**config.mk**
```make
export PLATFORM = sky130hd
export DESIGN_NAME = src_standby_ctrl
export DESIGN_NICKNAME = d
export VERILOG_FILES = /design/src/core/src_pkg.sv /design/src/core/src_clk_div.sv /design/src/core/src_standby_ctrl.sv
export VERILOG_INCLUDE_DIRS = /design/src /design/src/core
export SDC_FILE = /design/constraint.sdc
export NUM_CORES = 1
export LEC_CHECK = 0
export ABC_AREA = 1
export ABC_CLOCK_PERIOD_IN_PS = 2500
export CAP_MARGIN = 40
export CORE_ASPECT_RATIO = 1.2
export CORE_UTILIZATION = 55
export CTS_CLUSTER_DIAMETER = 80
export CTS_CLUSTER_SIZE = 40
export DETAILED_ROUTE_END_ITERATION = 8
export DONT_BUFFER_PORTS = 1
export PLACE_DENSITY = 0.7
export SYNTH_ARGS = -nofsm -noshare
export SYNTH_HDL_FRONTEND = slang
export SYNTH_SLANG_ARGS = --single-unit
```
**constraint.sdc**
```tcl
create_clock -name i_clk -period 2.5 [get_ports i_clk]
set_clock_uncertainty 0.2 [all_clocks]
set_input_delay 0.375 -clock i_clk [delete_from_list [all_inputs] [get_ports i_clk]]
set_output_delay 0.375 -clock i_clk [all_outputs]
set_load 0.005 [all_outputs]
```
**src/core/src_consts.svh**
```systemverilog
// Register map, field positions, reset values and timing counts
`ifndef SRC_CONSTS_SVH
`define SRC_CONSTS_SVH

// Register byte addresses
`define SRC_ADDR_CTRL      8'h00
`define SRC_ADDR_CMD       8'h04
`define SRC_ADDR_STAT      8'h08
`define SRC_ADDR_OPT       8'h0C
`define SRC_ADDR_WAKE      8'h10

// Control register fields
`define SRC_CTRL_DIV_LSB   0
`define SRC_CTRL_DIV_MSB   3
`define SRC_CTRL_CER       4
`define SRC_CTRL_XTL       5
`define SRC_CTRL_RCO       6
`define SRC_CTRL_XSEL      7
`define SRC_CTRL_RST       8'h40

// Standby command bits
`define SRC_CMD_PAUSE      0
`define SRC_CMD_DEEP       1
`define SRC_CMD_XHOLD      2

// Status fields: causes [3:0], refused [4], oscillators [7:5], mode [11:8]
`define SRC_STAT_REFUSED   4

// Wake configuration: level detection for the first two external inputs
`define SRC_WAKE_A_LVL     0
`define SRC_WAKE_B_LVL     1
`define SRC_WAKE_RST       2'h0

// Divider settings; the shortest instruction cycle, 300 ns, is 3 clocks
`define SRC_DIV_MAX        4'h8
`define SRC_TCYC_BASE_CYC  3

// Bus responses
`define SRC_RESP_OKAY      2'h0
`define SRC_RESP_SLVERR    2'h2

`endif

```
**src/core/src_pkg.sv**
```systemverilog
// Types shared by the standby and reset controller
package src_pkg;

   typedef enum logic [3:0]
   {
      SRC_RUN   = 4'h1,
      SRC_PAUSE = 4'h2,
      SRC_DEEP  = 4'h4,
      SRC_XHOLD = 4'h8
   } src_mode_e;

   typedef logic [3:0] src_div_t;

endpackage

```
**src/core/src_clk_div.sv**
```systemverilog
// Instruction cycle divider: one tick every 3 * 2**sel clocks
`include "src_consts.svh"

module src_clk_div
(
   // Clock and reset
   input  wire logic         i_clk,
   input  wire logic         i_arst_n,
   // Control
   input  wire logic         i_run,
   input  wire src_pkg::src_div_t i_sel,
   // Tick out
   output logic              o_tick
);
   import src_pkg::*;

   localparam logic [1:0] PHASE_LAST = 2'(`SRC_TCYC_BASE_CYC - 1);

   logic [7:0] pre_r;
   logic [1:0] phase_r;
   logic       tick_r;
   logic [3:0] sel_c;
   logic [8:0] mask_w;
   logic       pre_wrap;
   logic       phase_wrap;

   // Settings above the ninth are clamped to the slowest ratio
   assign sel_c      = (i_sel > `SRC_DIV_MAX) ? `SRC_DIV_MAX : i_sel;
   assign mask_w     = (9'h001 << sel_c) - 9'h001;
   assign pre_wrap   = (pre_r == mask_w[7:0]);
   assign phase_wrap = (phase_r == PHASE_LAST);
   assign o_tick     = tick_r;

   always_ff @(posedge i_clk or negedge i_arst_n)
   begin
      if (!i_arst_n)
      begin
         pre_r   <= 8'h00;
         phase_r <= 2'h0;
         tick_r  <= 1'b0;
      end
      else
      begin
         pre_r   <= (!i_run || pre_wrap) ? 8'h00 : pre_r + 8'h01;
         if (!i_run)
            phase_r <= 2'h0;
         else if (pre_wrap)
            phase_r <= phase_wrap ? 2'h0 : phase_r + 2'h1;
         tick_r  <= i_run && pre_wrap && phase_wrap;
      end
   end

endmodule

```
**src/core/src_standby_ctrl.sv**
```systemverilog
// Standby, internal reset and system clock divider controller
//
// The AXI4-Lite register port and the address map were decided locally.
`include "src_consts.svh"

module src_standby_ctrl
(
   // Clock and reset
   input  wire logic              i_clk,
   input  wire logic              i_arst_n,
   // AXI4-Lite write channels
   input  wire logic              i_awvalid,
   output logic                   o_awready,
   input  wire logic [7:0]        i_awaddr,
   input  wire logic              i_wvalid,
   output logic                   o_wready,
   input  wire logic [31:0]       i_wdata,
   input  wire logic [3:0]        i_wstrb,
   output logic                   o_bvalid,
   input  wire logic              i_bready,
   output logic [1:0]             o_bresp,
   // AXI4-Lite read channels
   input  wire logic              i_arvalid,
   output logic                   o_arready,
   input  wire logic [7:0]        i_araddr,
   output logic                   o_rvalid,
   input  wire logic              i_rready,
   output logic [31:0]            o_rdata,
   output logic [1:0]             o_rresp,
   // Option straps
   input  wire logic [1:0]        i_opt_por_lvl,
   input  wire logic              i_opt_lvd_en,
   input  wire logic [1:0]        i_opt_lvd_lvl,
   // Pin and supply comparators (asynchronous)
   input  wire logic              i_external_reset_pin_n,
   input  wire logic [3:0]        i_por_above,
   input  wire logic [2:0]        i_lvd_above,
   // Reset and interrupt sources (same clock)
   input  wire logic              i_wdt_reset,
   input  wire logic              i_irq_any,
   input  wire logic              i_ext_irq_a,
   input  wire logic              i_ext_irq_b,
   input  wire logic              i_ext_irq_c,
   input  wire logic              i_ext_irq_e,
   input  wire logic              i_ext_irq_f,
   input  wire logic              i_port0_irq,
   input  wire logic              i_base_timer_irq,
   // System control outputs
   output logic                   o_sys_reset,
   output logic                   o_cpu_run,
   output logic                   o_periph_run,
   output logic                   o_base_timer_run,
   output logic                   o_ceramic_osc_en,
   output logic                   o_crystal_osc_en,
   output logic                   o_internal_resistor_cap_osc_en,
   output logic                   o_instr_tick,
   output logic                   o_wake_irq,
   output src_pkg::src_mode_e     o_mode
);
   import src_pkg::*;

   function automatic logic is_mapped(input logic [7:0] a);
      is_mapped = (a == `SRC_ADDR_CTRL) || (a == `SRC_ADDR_CMD) ||
                  (a == `SRC_ADDR_STAT) || (a == `SRC_ADDR_OPT) ||
                  (a == `SRC_ADDR_WAKE);
   endfunction

   // Synchronisers and filtered levels
   logic [7:0]  raw_w;
   logic [7:0]  s1_r;
   logic [7:0]  s2_r;
   logic [7:0]  s3_r;
   logic [7:0]  flt_r;
   // Straps and reset state
   logic        opt_ok_r;
   logic [1:0]  opt_por_r;
   logic        opt_lvd_en_r;
   logic [1:0]  opt_lvd_r;
   logic        por_done_r;
   logic        sys_rst_r;
   logic [3:0]  cause_r;
   logic        refused_r;
   // Software state
   logic [7:0]  ctrl_r;
   logic [1:0]  wake_r;
   src_mode_e   mode_r;
   src_mode_e   mode_nxt;
   logic        wake_nxt;
   logic        refuse_nxt;
   // Registered outputs
   logic        cpu_run_r;
   logic        periph_run_r;
   logic        btm_run_r;
   logic        cer_r;
   logic        xtl_r;
   logic        rco_r;
   logic        wake_irq_r;
   // Bus slave state
   logic        awready_r;
   logic        wready_r;
   logic        aw_have_r;
   logic        w_have_r;
   logic [7:0]  waddr_r;
   logic [31:0] wdata_r;
   logic        wstrb0_r;
   logic        bvalid_r;
   logic [1:0]  bresp_r;
   logic        arready_r;
   logic        rvalid_r;
   logic [31:0] rdata_r;
   logic [1:0]  rresp_r;

   // Decoding
   logic        pin_low;
   logic [1:0]  lvd_idx;
   logic        lvd_low;
   logic        rst_cond;
   logic [3:0]  cause_set;
   logic        wr_go;
   logic        wr_ok;
   logic        wr_ctrl;
   logic        wr_cmd;
   logic        wr_stat;
   logic        wr_wake;
   logic        wake_deep;
   logic        wake_xhold;
   logic        xtal_ok;
   logic        div_run;
   logic [31:0] rd_mux;
   logic [11:0] stat_w;

   assign raw_w     = {i_lvd_above, i_por_above, i_external_reset_pin_n};
   assign pin_low   = ~flt_r[0];
   assign lvd_idx   = (opt_lvd_r == 2'h3) ? 2'h2 : opt_lvd_r;
   assign lvd_low   = opt_lvd_en_r && !flt_r[5 + lvd_idx];
   assign rst_cond  = !por_done_r || lvd_low || pin_low || i_wdt_reset;
   assign cause_set = {i_wdt_reset, pin_low && por_done_r,
                       lvd_low && por_done_r, !por_done_r};

   assign wr_go   = aw_have_r && w_have_r && !bvalid_r;
   // Control, command and wake writes act only while instructions run; status clears act in any mode
   assign wr_ok   = wr_go && wstrb0_r && (mode_r == SRC_RUN) && !sys_rst_r;
   assign wr_ctrl = wr_ok && (waddr_r == `SRC_ADDR_CTRL);
   assign wr_cmd  = wr_ok && (waddr_r == `SRC_ADDR_CMD);
   assign wr_stat = wr_go && wstrb0_r && (waddr_r == `SRC_ADDR_STAT);
   assign wr_wake = wr_ok && (waddr_r == `SRC_ADDR_WAKE);

   // edge-mode inputs a and b cannot wake
   assign wake_deep  = (i_ext_irq_a && wake_r[`SRC_WAKE_A_LVL]) ||
                       (i_ext_irq_b && wake_r[`SRC_WAKE_B_LVL]) ||
                       i_ext_irq_c || i_ext_irq_e || i_ext_irq_f ||
                       i_port0_irq;
   assign wake_xhold = wake_deep || i_base_timer_irq;
   // crystal must be the selected source
   assign xtal_ok    = ctrl_r[`SRC_CTRL_XSEL];
   assign div_run    = periph_run_r;

   assign stat_w = {mode_r, rco_r, xtl_r, cer_r, refused_r, cause_r};
   assign rd_mux =
      (i_araddr == `SRC_ADDR_CTRL) ? {24'h000000, ctrl_r} :
      (i_araddr == `SRC_ADDR_STAT) ? {20'h00000, stat_w} :
      (i_araddr == `SRC_ADDR_OPT)  ?
         {26'h0000000, opt_ok_r, opt_lvd_r, opt_lvd_en_r, opt_por_r} :
      (i_araddr == `SRC_ADDR_WAKE) ? {30'h00000000, wake_r} :
      32'h00000000;

   // Three-stage sampling; a level counts once stages two and three agree
   always_ff @(posedge i_clk or negedge i_arst_n)
   begin
      if (!i_arst_n)
      begin
         s1_r  <= 8'h00;
         s2_r  <= 8'h00;
         s3_r  <= 8'h00;
         flt_r <= 8'h00;
      end
      else
      begin
         s1_r  <= raw_w;
         s2_r  <= s1_r;
         s3_r  <= s2_r;
         flt_r <= (~(s2_r ^ s3_r) & s3_r) | ((s2_r ^ s3_r) & flt_r);
      end
   end

   // straps caught once after release, fixed until power-off
   always_ff @(posedge i_clk or negedge i_arst_n)
   begin
      if (!i_arst_n)
      begin
         opt_ok_r     <= 1'b0;
         opt_por_r    <= 2'h0;
         opt_lvd_en_r <= 1'b0;
         opt_lvd_r    <= 2'h0;
      end
      else if (!opt_ok_r)
      begin
         opt_ok_r     <= 1'b1;
         opt_por_r    <= i_opt_por_lvl;
         opt_lvd_en_r <= i_opt_lvd_en;
         opt_lvd_r    <= i_opt_lvd_lvl;
      end
   end

   // power-on release is one-shot; only power-off rearms it
   always_ff @(posedge i_clk or negedge i_arst_n)
   begin
      if (!i_arst_n)
         por_done_r <= 1'b0;
      else if (opt_ok_r && flt_r[1 + opt_por_r])
         por_done_r <= 1'b1;
   end

   // Reset causes and refused request are sticky; set beats clear
   always_ff @(posedge i_clk or negedge i_arst_n)
   begin
      if (!i_arst_n)
      begin
         sys_rst_r <= 1'b1;
         cause_r   <= 4'h0;
         refused_r <= 1'b0;
      end
      else
      begin
         sys_rst_r <= rst_cond;
         cause_r   <= cause_set |
                      (cause_r & ~(wr_stat ? wdata_r[3:0] : 4'h0));
         refused_r <= refuse_nxt ||
                      (refused_r &&
                       !(wr_stat && wdata_r[`SRC_STAT_REFUSED]));
      end
   end

   // system reset stops ceramic and crystal oscillators
   always_ff @(posedge i_clk or negedge i_arst_n)
   begin
      if (!i_arst_n)
      begin
         ctrl_r <= `SRC_CTRL_RST;
         wake_r <= `SRC_WAKE_RST;
      end
      else if (sys_rst_r)
      begin
         ctrl_r <= `SRC_CTRL_RST;
         wake_r <= `SRC_WAKE_RST;
      end
      else
      begin
         if (wr_ctrl)
            ctrl_r <= wdata_r[7:0];
         if (wr_wake)
            wake_r <= wdata_r[1:0];
      end
   end

   // Standby mode sequencing
   always_comb
   begin
      mode_nxt   = mode_r;
      wake_nxt   = 1'b0;
      refuse_nxt = 1'b0;
      // any reset returns through the full reset sequence
      if (rst_cond)
         mode_nxt = SRC_RUN;
      else
      begin
         unique case (mode_r)
            SRC_RUN:
            begin
               if (wr_cmd && wdata_r[`SRC_CMD_DEEP])
                  mode_nxt = SRC_DEEP;
               else if (wr_cmd && wdata_r[`SRC_CMD_XHOLD])
               begin
                  if (xtal_ok)
                     mode_nxt = SRC_XHOLD;
                  else
                     refuse_nxt = 1'b1;
               end
               else if (wr_cmd && wdata_r[`SRC_CMD_PAUSE])
                  mode_nxt = SRC_PAUSE;
            end
            SRC_PAUSE:
            begin
               if (i_irq_any)
               begin
                  mode_nxt = SRC_RUN;
                  wake_nxt = 1'b1;
               end
            end
            SRC_DEEP:
            begin
               if (wake_deep)
               begin
                  mode_nxt = SRC_RUN;
                  wake_nxt = 1'b1;
               end
            end
            SRC_XHOLD:
            begin
               // deep sleep sources plus base timer
               if (wake_xhold)
               begin
                  mode_nxt = SRC_RUN;
                  wake_nxt = 1'b1;
               end
            end
         endcase
      end
   end

   always_ff @(posedge i_clk or negedge i_arst_n)
   begin
      if (!i_arst_n)
         mode_r <= SRC_RUN;
      else
         mode_r <= mode_nxt;
   end

   // Run enables and oscillator gating, registered from the next mode
   always_ff @(posedge i_clk or negedge i_arst_n)
   begin
      if (!i_arst_n)
      begin
         cpu_run_r    <= 1'b0;
         periph_run_r <= 1'b0;
         btm_run_r    <= 1'b0;
         cer_r        <= 1'b0;
         xtl_r        <= 1'b0;
         rco_r        <= 1'b0;
         wake_irq_r   <= 1'b0;
      end
      else
      begin
         cpu_run_r    <= !rst_cond && (mode_nxt == SRC_RUN);
         periph_run_r <= !rst_cond &&
                         (mode_nxt == SRC_RUN || mode_nxt == SRC_PAUSE);
         // base timer alone runs in crystal sleep
         btm_run_r    <= !rst_cond && (mode_nxt != SRC_DEEP);
         cer_r        <= ctrl_r[`SRC_CTRL_CER] && !rst_cond && !sys_rst_r &&
                         mode_nxt != SRC_DEEP && mode_nxt != SRC_XHOLD;
         xtl_r        <= ctrl_r[`SRC_CTRL_XTL] && !rst_cond && !sys_rst_r &&
                         mode_nxt != SRC_DEEP;
         // RC stops in both sleeps; pause leaves it alone
         rco_r        <= ctrl_r[`SRC_CTRL_RCO] &&
                         mode_nxt != SRC_DEEP && mode_nxt != SRC_XHOLD;
         // interrupt wake hands the interrupt to the CPU
         wake_irq_r   <= wake_nxt;
      end
   end

   // instruction cycle from the control divider field
   // ratios 1 to 256 in powers of two
   src_clk_div u_div
   (
      .i_clk    (i_clk),
      .i_arst_n (i_arst_n),
      .i_run    (div_run),
      .i_sel    (ctrl_r[`SRC_CTRL_DIV_MSB:`SRC_CTRL_DIV_LSB]),
      .o_tick   (o_instr_tick)
   );

   // Write path: address and data taken in either order
   always_ff @(posedge i_clk or negedge i_arst_n)
   begin
      if (!i_arst_n)
      begin
         awready_r <= 1'b1;
         wready_r  <= 1'b1;
         aw_have_r <= 1'b0;
         w_have_r  <= 1'b0;
         waddr_r   <= 8'h00;
         wdata_r   <= 32'h00000000;
         wstrb0_r  <= 1'b0;
         bvalid_r  <= 1'b0;
         bresp_r   <= `SRC_RESP_OKAY;
      end
      else
      begin
         if (i_awvalid && awready_r)
         begin
            awready_r <= 1'b0;
            aw_have_r <= 1'b1;
            waddr_r   <= i_awaddr;
         end
         if (i_wvalid && wready_r)
         begin
            wready_r <= 1'b0;
            w_have_r <= 1'b1;
            wdata_r  <= i_wdata;
            wstrb0_r <= i_wstrb[0];
         end
         if (wr_go)
         begin
            aw_have_r <= 1'b0;
            w_have_r  <= 1'b0;
            bvalid_r  <= 1'b1;
            bresp_r   <= is_mapped(waddr_r) ? `SRC_RESP_OKAY
                                            : `SRC_RESP_SLVERR;
         end
         else if (bvalid_r && i_bready)
         begin
            bvalid_r  <= 1'b0;
            awready_r <= 1'b1;
            wready_r  <= 1'b1;
         end
      end
   end

   // Read path: one read in flight, data sampled at acceptance
   always_ff @(posedge i_clk or negedge i_arst_n)
   begin
      if (!i_arst_n)
      begin
         arready_r <= 1'b1;
         rvalid_r  <= 1'b0;
         rdata_r   <= 32'h00000000;
         rresp_r   <= `SRC_RESP_OKAY;
      end
      else if (i_arvalid && arready_r)
      begin
         arready_r <= 1'b0;
         rvalid_r  <= 1'b1;
         rdata_r   <= rd_mux;
         rresp_r   <= is_mapped(i_araddr) ? `SRC_RESP_OKAY
                                          : `SRC_RESP_SLVERR;
      end
      else if (rvalid_r && i_rready)
      begin
         rvalid_r  <= 1'b0;
         arready_r <= 1'b1;
      end
   end

   assign o_awready        = awready_r;
   assign o_wready         = wready_r;
   assign o_bvalid         = bvalid_r;
   assign o_bresp          = bresp_r;
   assign o_arready        = arready_r;
   assign o_rvalid         = rvalid_r;
   assign o_rdata          = rdata_r;
   assign o_rresp          = rresp_r;
   assign o_sys_reset      = sys_rst_r;
   assign o_cpu_run        = cpu_run_r;
   assign o_periph_run     = periph_run_r;
   assign o_base_timer_run = btm_run_r;
   assign o_ceramic_osc_en = cer_r;
   assign o_crystal_osc_en = xtl_r;
   assign o_internal_resistor_cap_osc_en = rco_r;
   assign o_wake_irq       = wake_irq_r;
   assign o_mode           = mode_r;

endmodule

```
## After elaboration in Yosys (flattened, before gate mapping)

Index checks and enable logic that the tools add are counted.

| word-level totals | value |
|---|---|
| input bits | 81 |
| output and inout bits | 54 |
| logic and storage cells | 206 |
| register bits after elaboration | 137 |

| cells by class | value |
|---|---|
| muxes and demuxes | 56 |
| bitwise operators | 9 |
| reductions and logical operators | 74 |
| magnitude comparators | 3 |
| add/subtract/negate cells | 5 |
| equality and inequality tests | 20 |
| shifts and indexed selects | 1 |

Operators with widths:

| kind | number |
|---|---|
| $mux 4 | 10 |
| $logic_and 1x1->1 | 39 |
| $eq 8x4->1 const B | 4 |
| $mux 1 | 27 |
| $mux 12 | 2 |
| $mux 8 | 3 |
| $logic_or 1x1->1 | 20 |
| $mux 2 | 9 |
| $and 8x8->8 | 2 |
| $eq 8x3->1 const B | 2 |
| $eq 8x5->1 const B | 2 |
| $logic_not 8->1 | 2 |
| $pmux 4 s4 | 1 |
| $reduce_bool 2->1 | 6 |
| $add 8x1->8 const B | 1 |
| $eq 4x1->1 const B | 2 |
| $eq 4x2->1 const B | 2 |
| $eq 8x8->1 | 1 |
| $not 8->8 | 1 |
| $or 8x8->8 | 1 |
| $shl 1x4->8 const A | 1 |
| $sub 8x1->8 const B | 1 |
| $xor 8x8->8 | 1 |
| $logic_not 1->1 | 7 |
| 19 further kinds | 21 |

## Logic depth before layout (Yosys ltp)

Gate-level depths: netlist of the first run.

| depth | value |
|---|---|
| depth in word-level cells | 15 |
| gate-level depth with buffers | 13 |
| mapped depth without buffers | 13 |

## Cells and area by module

A second synthesis of the first run with hierarchy kept.

| unflattened totals | value |
|---|---|
| cell total of the unflattened synthesis | 589 |
| area total of the unflattened synthesis | 5223.8 µm² |

By module, submodules not included:

| module | seq. area each (µm²) | times used | cells an instance | area an instance (µm²) |
|---|---|---|---|---|
| src_standby_ctrl | 2610.0 | 1 | 462 | 4371.7 |
| src_clk_div | 275.3 | 1 | 127 | 852.1 |

## Worst setup path after synthesis of the first run

OpenSTA, ideal clock, no wires.

| timing path | value |
|---|---|
| path kind | register -> register |
| start | register ctrl_r[0] |
| end | register u_div.phase_r[0] |
| clock period less this slack | 2.107 ns |
| setup slack | 0.393 ns |
| stages on the path, launching flop included | 11 |
| buffers on the path | 0 |
| library setup time | 0.122 ns |
| data required time | 2.178 ns |
| arrival time | 1.785 ns |
| cell sequence | dfrtp_1 -> nor2_1 -> nand3_1 -> ha_1 -> xnor2_1 -> nor3_1 -> nand4_1 -> nor2_2 -> nand2_2 -> nand2_2 -> o21ai_1 |

| between the ends | value |
|---|---|
| word-level cells in the longest chain between the ends | 6 |

RTL lines:

| item | RTL line | text |
|---|---|---|
| start, declared | src_standby_ctrl.sv:84 | `logic [7:0] ctrl_r;` |
| start signal, assigned | src_standby_ctrl.sv:239 | `` ctrl_r <= `SRC_CTRL_RST; `` |
| start signal, assigned | src_standby_ctrl.sv:244 | `` ctrl_r <= `SRC_CTRL_RST; `` |
| start signal, assigned | src_standby_ctrl.sv:250 | `ctrl_r <= wdata_r[7:0];` |
| $gt 4x4->1 (no source line) | n/a |  |
| $mux 4 (*) | src_clk_div.sv:28 | `` assign sel_c = (i_sel > `SRC_DIV_MAX) ? `SRC_DIV_MAX : i_sel; `` |
| $shl 1x4->8 (*) | src_clk_div.sv:29 | `assign mask_w = (9'h001 << sel_c) - 9'h001;` |
| $sub 8x1->8 (*) | src_clk_div.sv:29 |  |
| $eq 8x8->1 (*) | src_clk_div.sv:30 | `assign pre_wrap = (pre_r == mask_w[7:0]);` |
| $ne 2x1->1 (no source line) (*) | n/a |  |
| end signal, assigned | src_clk_div.sv:48 | `phase_r <= phase_wrap ? 2'h0 : phase_r + 2'h1;` |
| end, declared | src_clk_div.sv:20 | `logic [1:0] phase_r;` |

Mark *: on every way between the ends. The rest lies on a longest branch, timed or not.
A chain may end at the register's enable or synchronous reset.

## Worst setup path after layout of the first run

| timing path | value |
|---|---|
| start | register ctrl_r[3] |
| end | register u_div.phase_r[1] |

Same word-level chain as after synthesis.

==> impl_results.md, run 1 <==
- Wirelength per Cell: 14.8 µm
- Yosys reg bits: about 120
- Via count of the first global-routing pass: 3884
- Core Footprint: 9030 µm²
- Starting density of the core: a little under three fifths
- DRT iter0 DRCs: 293
- Post-DP HPWL: 7.43 mm
- Most numerous cell in the Yosys netlist: nand2_1
- Layout cells sized above 1: 11.1%
- Final Cycle Share: about nine tenths
- Final min period: around 2.3 ns
- Violated checks: negative hold slack
- Max FO, Critical Path: 8
- Synth top cells by count: 125 x nand2_1, 109 x dfrtp_1, 55 x inv_1
- Status: finished, violations left
- Final hold vios: 115
- Fmax: 437 MHz
- Post-synth top area share: 53.2%
- H-Tree Depth: 4
- Final setup viols: 0
- Post-synth EDFFs: 0
- Gr ovfl total: 0
- Leak Pwr: 3.04 nW
- Max VDD drop: roughly 630 µV
- Mapped cell area: 5120 µm²
- First-pass GRT wire length: 17.9 mm
- Port-buffer cells: 0
- Initial antenna violation count: 0
- CTS Hold Bufs: 40
- Final Wtd Congestion: 0.938
- DRC viols: 0
- GRT Resource Usage Total: 23.9%
- CTS Buf Count: 17
- Clock sink total: 115
- Hold Path Class: input port to async pin
- Syn. warnings: 0
- Critical path type: flip-flop to flip-flop
- Hold slack final: -0.644 ns
- Yosys top cell by area: dfrtp_1
- Asr flop ratio synth: 100%
- Post-CTS Setup Repair Bufs: 0
- Slowest stage delay, CP: 0.45 ns
- DIE HEIGHT: 108 µm
- Worst path buffer plus inverter count: 0
- Finished Core Util: 68.4%
- Startpoint Class: flip-flop
- Max-cap check violation count: 0
- Vias per cell: approximately 5.2
- Largest cells by area after synthesis: dfrtp_1 53%, nand2_1 9.2%, inv_1 4.0%
- WP data arrival: 2.54 ns
- CTS tree: yes
- Detail Route Antenna Nets: 0
- Yosys cell types: 41
- Worst path slowest cell: dfrtp_1
- Synthesized area per cell: 9.30 µm²
- DRT Wirelength: 10.9 mm
- Via Count: ~3900
- CTS clk-pin slew, worst paths: 0.06 ns
- Clk buf depth: 2
- Fin. max-slew vios: 0
- Nets: 691
- Antenna diode count: 0
- CTS Root Cell: clkbuf_8
- Layout area overhead: 20.6%
- Setup crit end kind: flip-flop
- Synth Instances: 551
- Die W: about 90 µm
- Synth Flop Type: dfrtp_1
- Clock Latency Late Sink: 0.51 ns
- Power Dens Cells: around 910 nW/µm²
- Row count: 38
- Pin count of the biggest net entering global routing: between 100 and 150
- Drt first pass iters: 4
- Cell repeated most along the worst path: nand2_1
- CP cell instances: nor2_1 -> nand3_1 -> ha_1 -> xnor2_1 -> nor3_1 -> nand4_1 -> nor2_2 -> nand2_2 -> nand2_4 -> nand2_1 -> nand2_1
- Worst R2R Path Depth: 11
- Die area: 9710 µm²
- Io pins: 135
- Sequential cell area fraction in the yosys report: 56.3%
- Top Family by Delay on Critical Path: simple AND/OR/NAND/NOR gates
- WP data required: ~2.8 ns
- Critical path depth: 11
[flip-flops by register name, indices dropped and copies added (netlist names), 2 cells and up, named ones only]
register and cells:
opt_por_r 2, o_rdata 12, o_mode 4, s1_r 8, wake_r 2, s3_r 8
u_div.pre_r 8, u_div.phase_r 2, s2_r 8, wdata_r 8, cause_r 4, ctrl_r 8
waddr_r 8, opt_lvd_r 2
[logic make-up (layout without fill, tap and decap cells)]
group	count (synthesis)	in the layout	share of synthesized area, %
AOI/OAI and AO/OA	86	86	9.62
xor gates and xnor gates	10	10	1.71
adders and majority gates	11	11	2.30
buffers and inverters	90	138	8.20
DFF	115	115	56.3
other	2	23	0.147
and+or+nand+nor	237	237	21.7
[final timing paths]
kind / startpoint / end / slack (ns)
max in group asynchronous: i_arst_n / ctrl_r[6] / 2.50
min in group i_clk: i_araddr[2] / o_rdata[1] / 0.01
worst min register to register: s1_r[2] / s2_r[2] / 0.15
worst max register to register: ctrl_r[3] / u_div.phase_r[1] / 0.21
worst min-delay path: i_arst_n / s1_r[6] / -0.64
worst max-delay path: ctrl_r[3] / u_div.phase_r[1] / 0.21
[layout make-up]
type	count	area [µm²]
flip-flops and latches	115	2890
fillers	717	2850
multi-input cells	367	1910
clock buffers	22	453
repair buffers	41	408
inverters	65	244
well taps	120	150
clock inverters	10	134
[cell usage in the layout, fill, tap and decap left out, types with 6 or more instances in the layout]
cell             n
inv_1           55
xor2_1           8
nor3_1          11
dfrtp_1        109
o31ai_1          6
maj3_1           8
a21oi_1         19
inv_2            7
nand3_1         29
dfstp_2          6
clkbuf_16       16
nand2_1        125
o211ai_1         7
conb_1          23
nor2_1          38
dlygate4sd3_1   40
o21ai_0         41
nand4_1          7
[per-stage QoR]
stage | std cells | setup TNS (ns) | worst slack [ns] | instance area, µm² | power [W]
after floorplan | 572 | 0 | 0.393 | 5200 | 0.00299
after global placement | 668 | 0 | 0.207 | 5180 | 0.00313
after detailed placement | 668 | 0 | 0.142 | 5180 | 0.00317
after CTS | 740 | 0 | 0.132 | 6170 | 0.00561
after global routing | 740 | -0.00399 | -0.00399 | 6180 | 0.00589
final | 740 | 0 | 0.211 | 6180 | 0.00561
[routing by layer]
layer / GRT usage (%) / vias to the layer above / part of all wire, %
li1: - / 1869 / -
met1: 27.5 / 1876 / 41
met2: 40.9 / 113 / 52
met3: 6.07 / 24 / 5.0
met4: 13.0 / 0 / 2.6
met5: 0 / - / 0
[power by group]
group          switching (W)  internal (W)  leakage [nW]
Sequential          0.000259       0.00217          1.42
Clock               0.000802       0.00156         0.285
Combinational       0.000515      0.000306          1.33
[worst reg2reg max path, cell delays in order (launching register included)]
cell and delay, ns:
dfrtp_1 0.45, nor2_1 0.21, nand3_1 0.10, ha_1 0.30, xnor2_1 0.13, nor3_1 0.18
nand4_1 0.11, nor2_2 0.16, nand2_2 0.12, nand2_4 0.14, nand2_1 0.07, nand2_1 0.06
[timing repair]
item                                   4_1_cts  5_1_grt
endpoints found under the hold margin      155      115
setup endpoints to repair                    0        8
gates resized for setup                      0        2
Note: power is estimated with default switching activity, not from simulation.
==> run 2, diff against run 1 <==
ABC_CLOCK_PERIOD_IN_PS = 2400   (was 2500)
clock period = 2.4 ns   (was 2.5 ns; I/O delays follow)
==> run 2 against run 1 <==
The run still ends with negative hold slack left; global-route usage is 0.65 points higher; hold slack worse by 0.029 ns; clock power up 12%; final cell count is 0.27% higher; register-to-register slack lost 0.03 ns; routed wire length up 1.8%; setup slack got worse by 0.033 ns; first-iteration DRC count fell by 18%; largest cell class unchanged; largest power group is now the clock network.
==> impl_results.md, run 2 (same netlist as run 1, synthesis figures left out) <==
- Clock sink total: 115 (unchanged)
- H-Tree Depth: 4 (unchanged)
- Critical path type: flip-flop to flip-flop (unchanged)
- Drt first pass iters: 4 (unchanged)
- Startpoint Class: flip-flop (unchanged)
- Fmax: 450 MHz (was 437 MHz)
- Io pins: 135 (unchanged)
- Port-buffer cells: 0 (unchanged)
- Core Footprint: 9030 µm² (unchanged)
- Via count of the first global-routing pass: 3913 (was 3884)
- Final setup viols: 0 (unchanged)
- Layer with the highest usage: met2 (unchanged)
- GRT Resource Usage Total: 24.6% (was 23.9%)
- Violated checks: negative hold slack (unchanged)
- WP data arrival: 2.43 ns (was 2.54 ns)
- Most frequent cells in the layout: 125 x nand2_1, 106 x dfrtp_1, 54 x inv_1 (was 125 x nand2_1, 109 x dfrtp_1, 55 x inv_1)
- Via Count: 3909 (was 3882)
- Final min period: 2.22 ns (was 2.29 ns)
- P_sw: 0.00170 W (was 0.00158 W)
- First-pass GRT wire length: 18.3 mm (was 17.9 mm)
- Fin area: 6260 µm² (was 6180 µm²)
- Final Non-Filler Cells: 742 (was 740)
- CTS Root Cell: clkbuf_8 (unchanged)
- Detail Route Antenna Nets: 0 (unchanged)
- Combinational power share: 14.3% (was 14.6%)
- DIE HEIGHT: 108 µm (unchanged)
- Nets: 693 (was 691)
- DRT Wirelength: 11.1 mm (was 10.9 mm)
- Worst R2R Setup Slack: 0.18 ns (was 0.21 ns)
- DRT iter0 DRCs: 241 (was 293)
- Wirelength per Cell: 15.0 µm (was 14.8 µm)
- Pin count of the biggest net entering global routing: 116 (unchanged)
- Worst r2r src: ctrl_r[3] (unchanged)
- Gr ovfl total: 0 (unchanged)
- Vias per cell: 5.27 (was 5.25)
- Worst R2R Path Depth: 10 (was 11)
- Final Cycle Share: 92.6% (was 91.6%)
- Tot Pwr: 0.00605 W (was 0.00561 W)
- Inst Count DP: 669 (was 668)
- Hold slack final: -0.673 ns (was -0.644 ns)
- Status: finished, violations left (unchanged)
- Leak Pwr: 3.08 nW (was 3.04 nW)
- Finished Core Util: 69.3% (was 68.4%)
- Setup crit end kind: flip-flop (unchanged)
- Max VDD drop: 720 µV (was 632 µV)
- Initial antenna violation count: 0 (unchanged)
- Clk buf depth: 2 (unchanged)
- Row count: 38 (unchanged)
- Cell internal pwr: 0.00435 W (was 0.00404 W)
- Antenna diode count: 0 (unchanged)
- Starting density of the core: 56.7% (unchanged)
- CTS Buf Count: 17 (unchanged)
- Largest register FFs: 12 (unchanged)
- Placed Area: 5190 µm² (was 5180 µm²)
- Die area: 9710 µm² (unchanged)
- Met3 usage: 7.98% (was 6.07%)
- CTS tree: yes (unchanged)
- Reg2reg end: u_div.phase_r[0] (was u_div.phase_r[1])
- Clock Latency Late Sink: 0.53 ns (was 0.51 ns)
- Max FO, Critical Path: 8 (unchanged)
- Hold Path Class: input port to async pin (unchanged)
- Sw Ratio: 28.1% (about the same)
- Layout area overhead: 22.2% (was 20.6%)
- Commonest non-fill, non-tap cell in the layout: nand2_1 (unchanged)
- Clock power frac: 43.9% (was 42.1%)
- Post-CTS Setup Repair Bufs: 0 (unchanged)
- Final hold vios: 115 (unchanged)
- DRC viols: 0 (unchanged)
- Post-DP HPWL: 7.42 mm (was 7.43 mm)
- CTS clk-pin slew, worst paths: 0.06 ns (about the same)
- Power Dens Cells: 965 nW/µm² (was 908 nW/µm²)
- Max-cap check violation count: 0 (unchanged)
- CTS Hold Bufs: 41 (was 40)
- Layout cells sized above 1: 12.9% (was 11.1%)
- WP data required: 2.61 ns (was 2.75 ns)
- Fin. max-slew vios: 0 (unchanged)
- GRT met2 Usage: 42.2% (was 40.9%)
- Met1 usage: 27.2% (was 27.5%)
- Die W: 90.1 µm (unchanged)
- Sequential share of power: 41.8% (was 43.2%)
- Final Wtd Congestion: 0.935 (was 0.938)
==> run 2: routing by layer <==
| layer | vias to the layer above | part of all wire (%) | wire, µm |
|---|---|---|---|
| li1 | 1875 | - | - |
| met2 | 136 | 51 | 5670 |
| met3 | 31 | 6.0 | 669 |
| met5 | - | 0 | 0 |
| met4 | 0 | 2.8 | 316 |
| met1 | 1867 | 40 | 4470 |
==> run 2: worst max-delay path by stage <==
stage | start | endpoint | depth (start not counted) | slack [ns]
finish | ctrl_r[3] | u_div.phase_r[0] | 10 | 0.18
global route | ctrl_r[3] | u_div.phase_r[1] | 11 | -0.004
CTS | ctrl_r[2] | u_div.phase_r[0] | 10 | 0.02
detailed placement | ctrl_r[1] | u_div.phase_r[0] | 10 | 0.03
global placement | ctrl_r[1] | u_div.phase_r[0] | 10 | 0.12
floorplan | ctrl_r[0] | u_div.phase_r[0] | 10 | 0.29
==> run 2: worst max-delay path, cell delays in order, from the launching register on <==
cell and delay (ns):
dfrtp_2 0.46, inv_2 0.10, nand3_2 0.10, ha_1 0.31
xnor2_1 0.14, nor3_1 0.20, nand4_1 0.12, nor2_2 0.15
nand2_2 0.12, nand2_4 0.14, o21ai_1 0.08
==> run 2: area by class of cell <==
type | count | area (µm²)
Multi-Input combinational cell | 367 | 1920
Clock buffer | 20 | 455
Fill cell | 690 | 2770
Inverter | 65 | 244
Tap cell | 120 | 150
Timing Repair Buffer | 43 | 425
Clock inverter | 12 | 176
Sequential cell | 115 | 2890
==> run 2: repair_timing <==
| item | 4_1_cts | 5_1_grt |
|---|---|---|
| resized for setup | 0 | 10 |
| setup endpoints to repair | 0 | 12 |
| hold endpoints to repair | 159 | 115 |
==> run 2: power groups by stage <==
stage,combinational [W],sequential [W],clock [W]
2_1_floorplan,0.000639,0.00247,0
5_1_grt,0.000984,0.00257,0.00278
4_1_cts,0.000845,0.00252,0.00269
3_3_place_gp,0.000740,0.00253,0
3_5_place_dp,0.000766,0.00254,0
6_report,0.000866,0.00253,0.00265
==> run 2: through the flow <==
step | hold WS (ns) | setup TNS, ns | setup slack, ns
6_report | -0.673 | 0 | 0.177
5_1_grt | -0.694 | -0.00394 | -0.00357
4_1_cts | -0.687 | 0 | 0.0218
3_5_place_dp | -0.132 | 0 | 0.0328
3_3_place_gp | -0.133 | 0 | 0.120
2_1_floorplan | -0.136 | 0 | 0.293
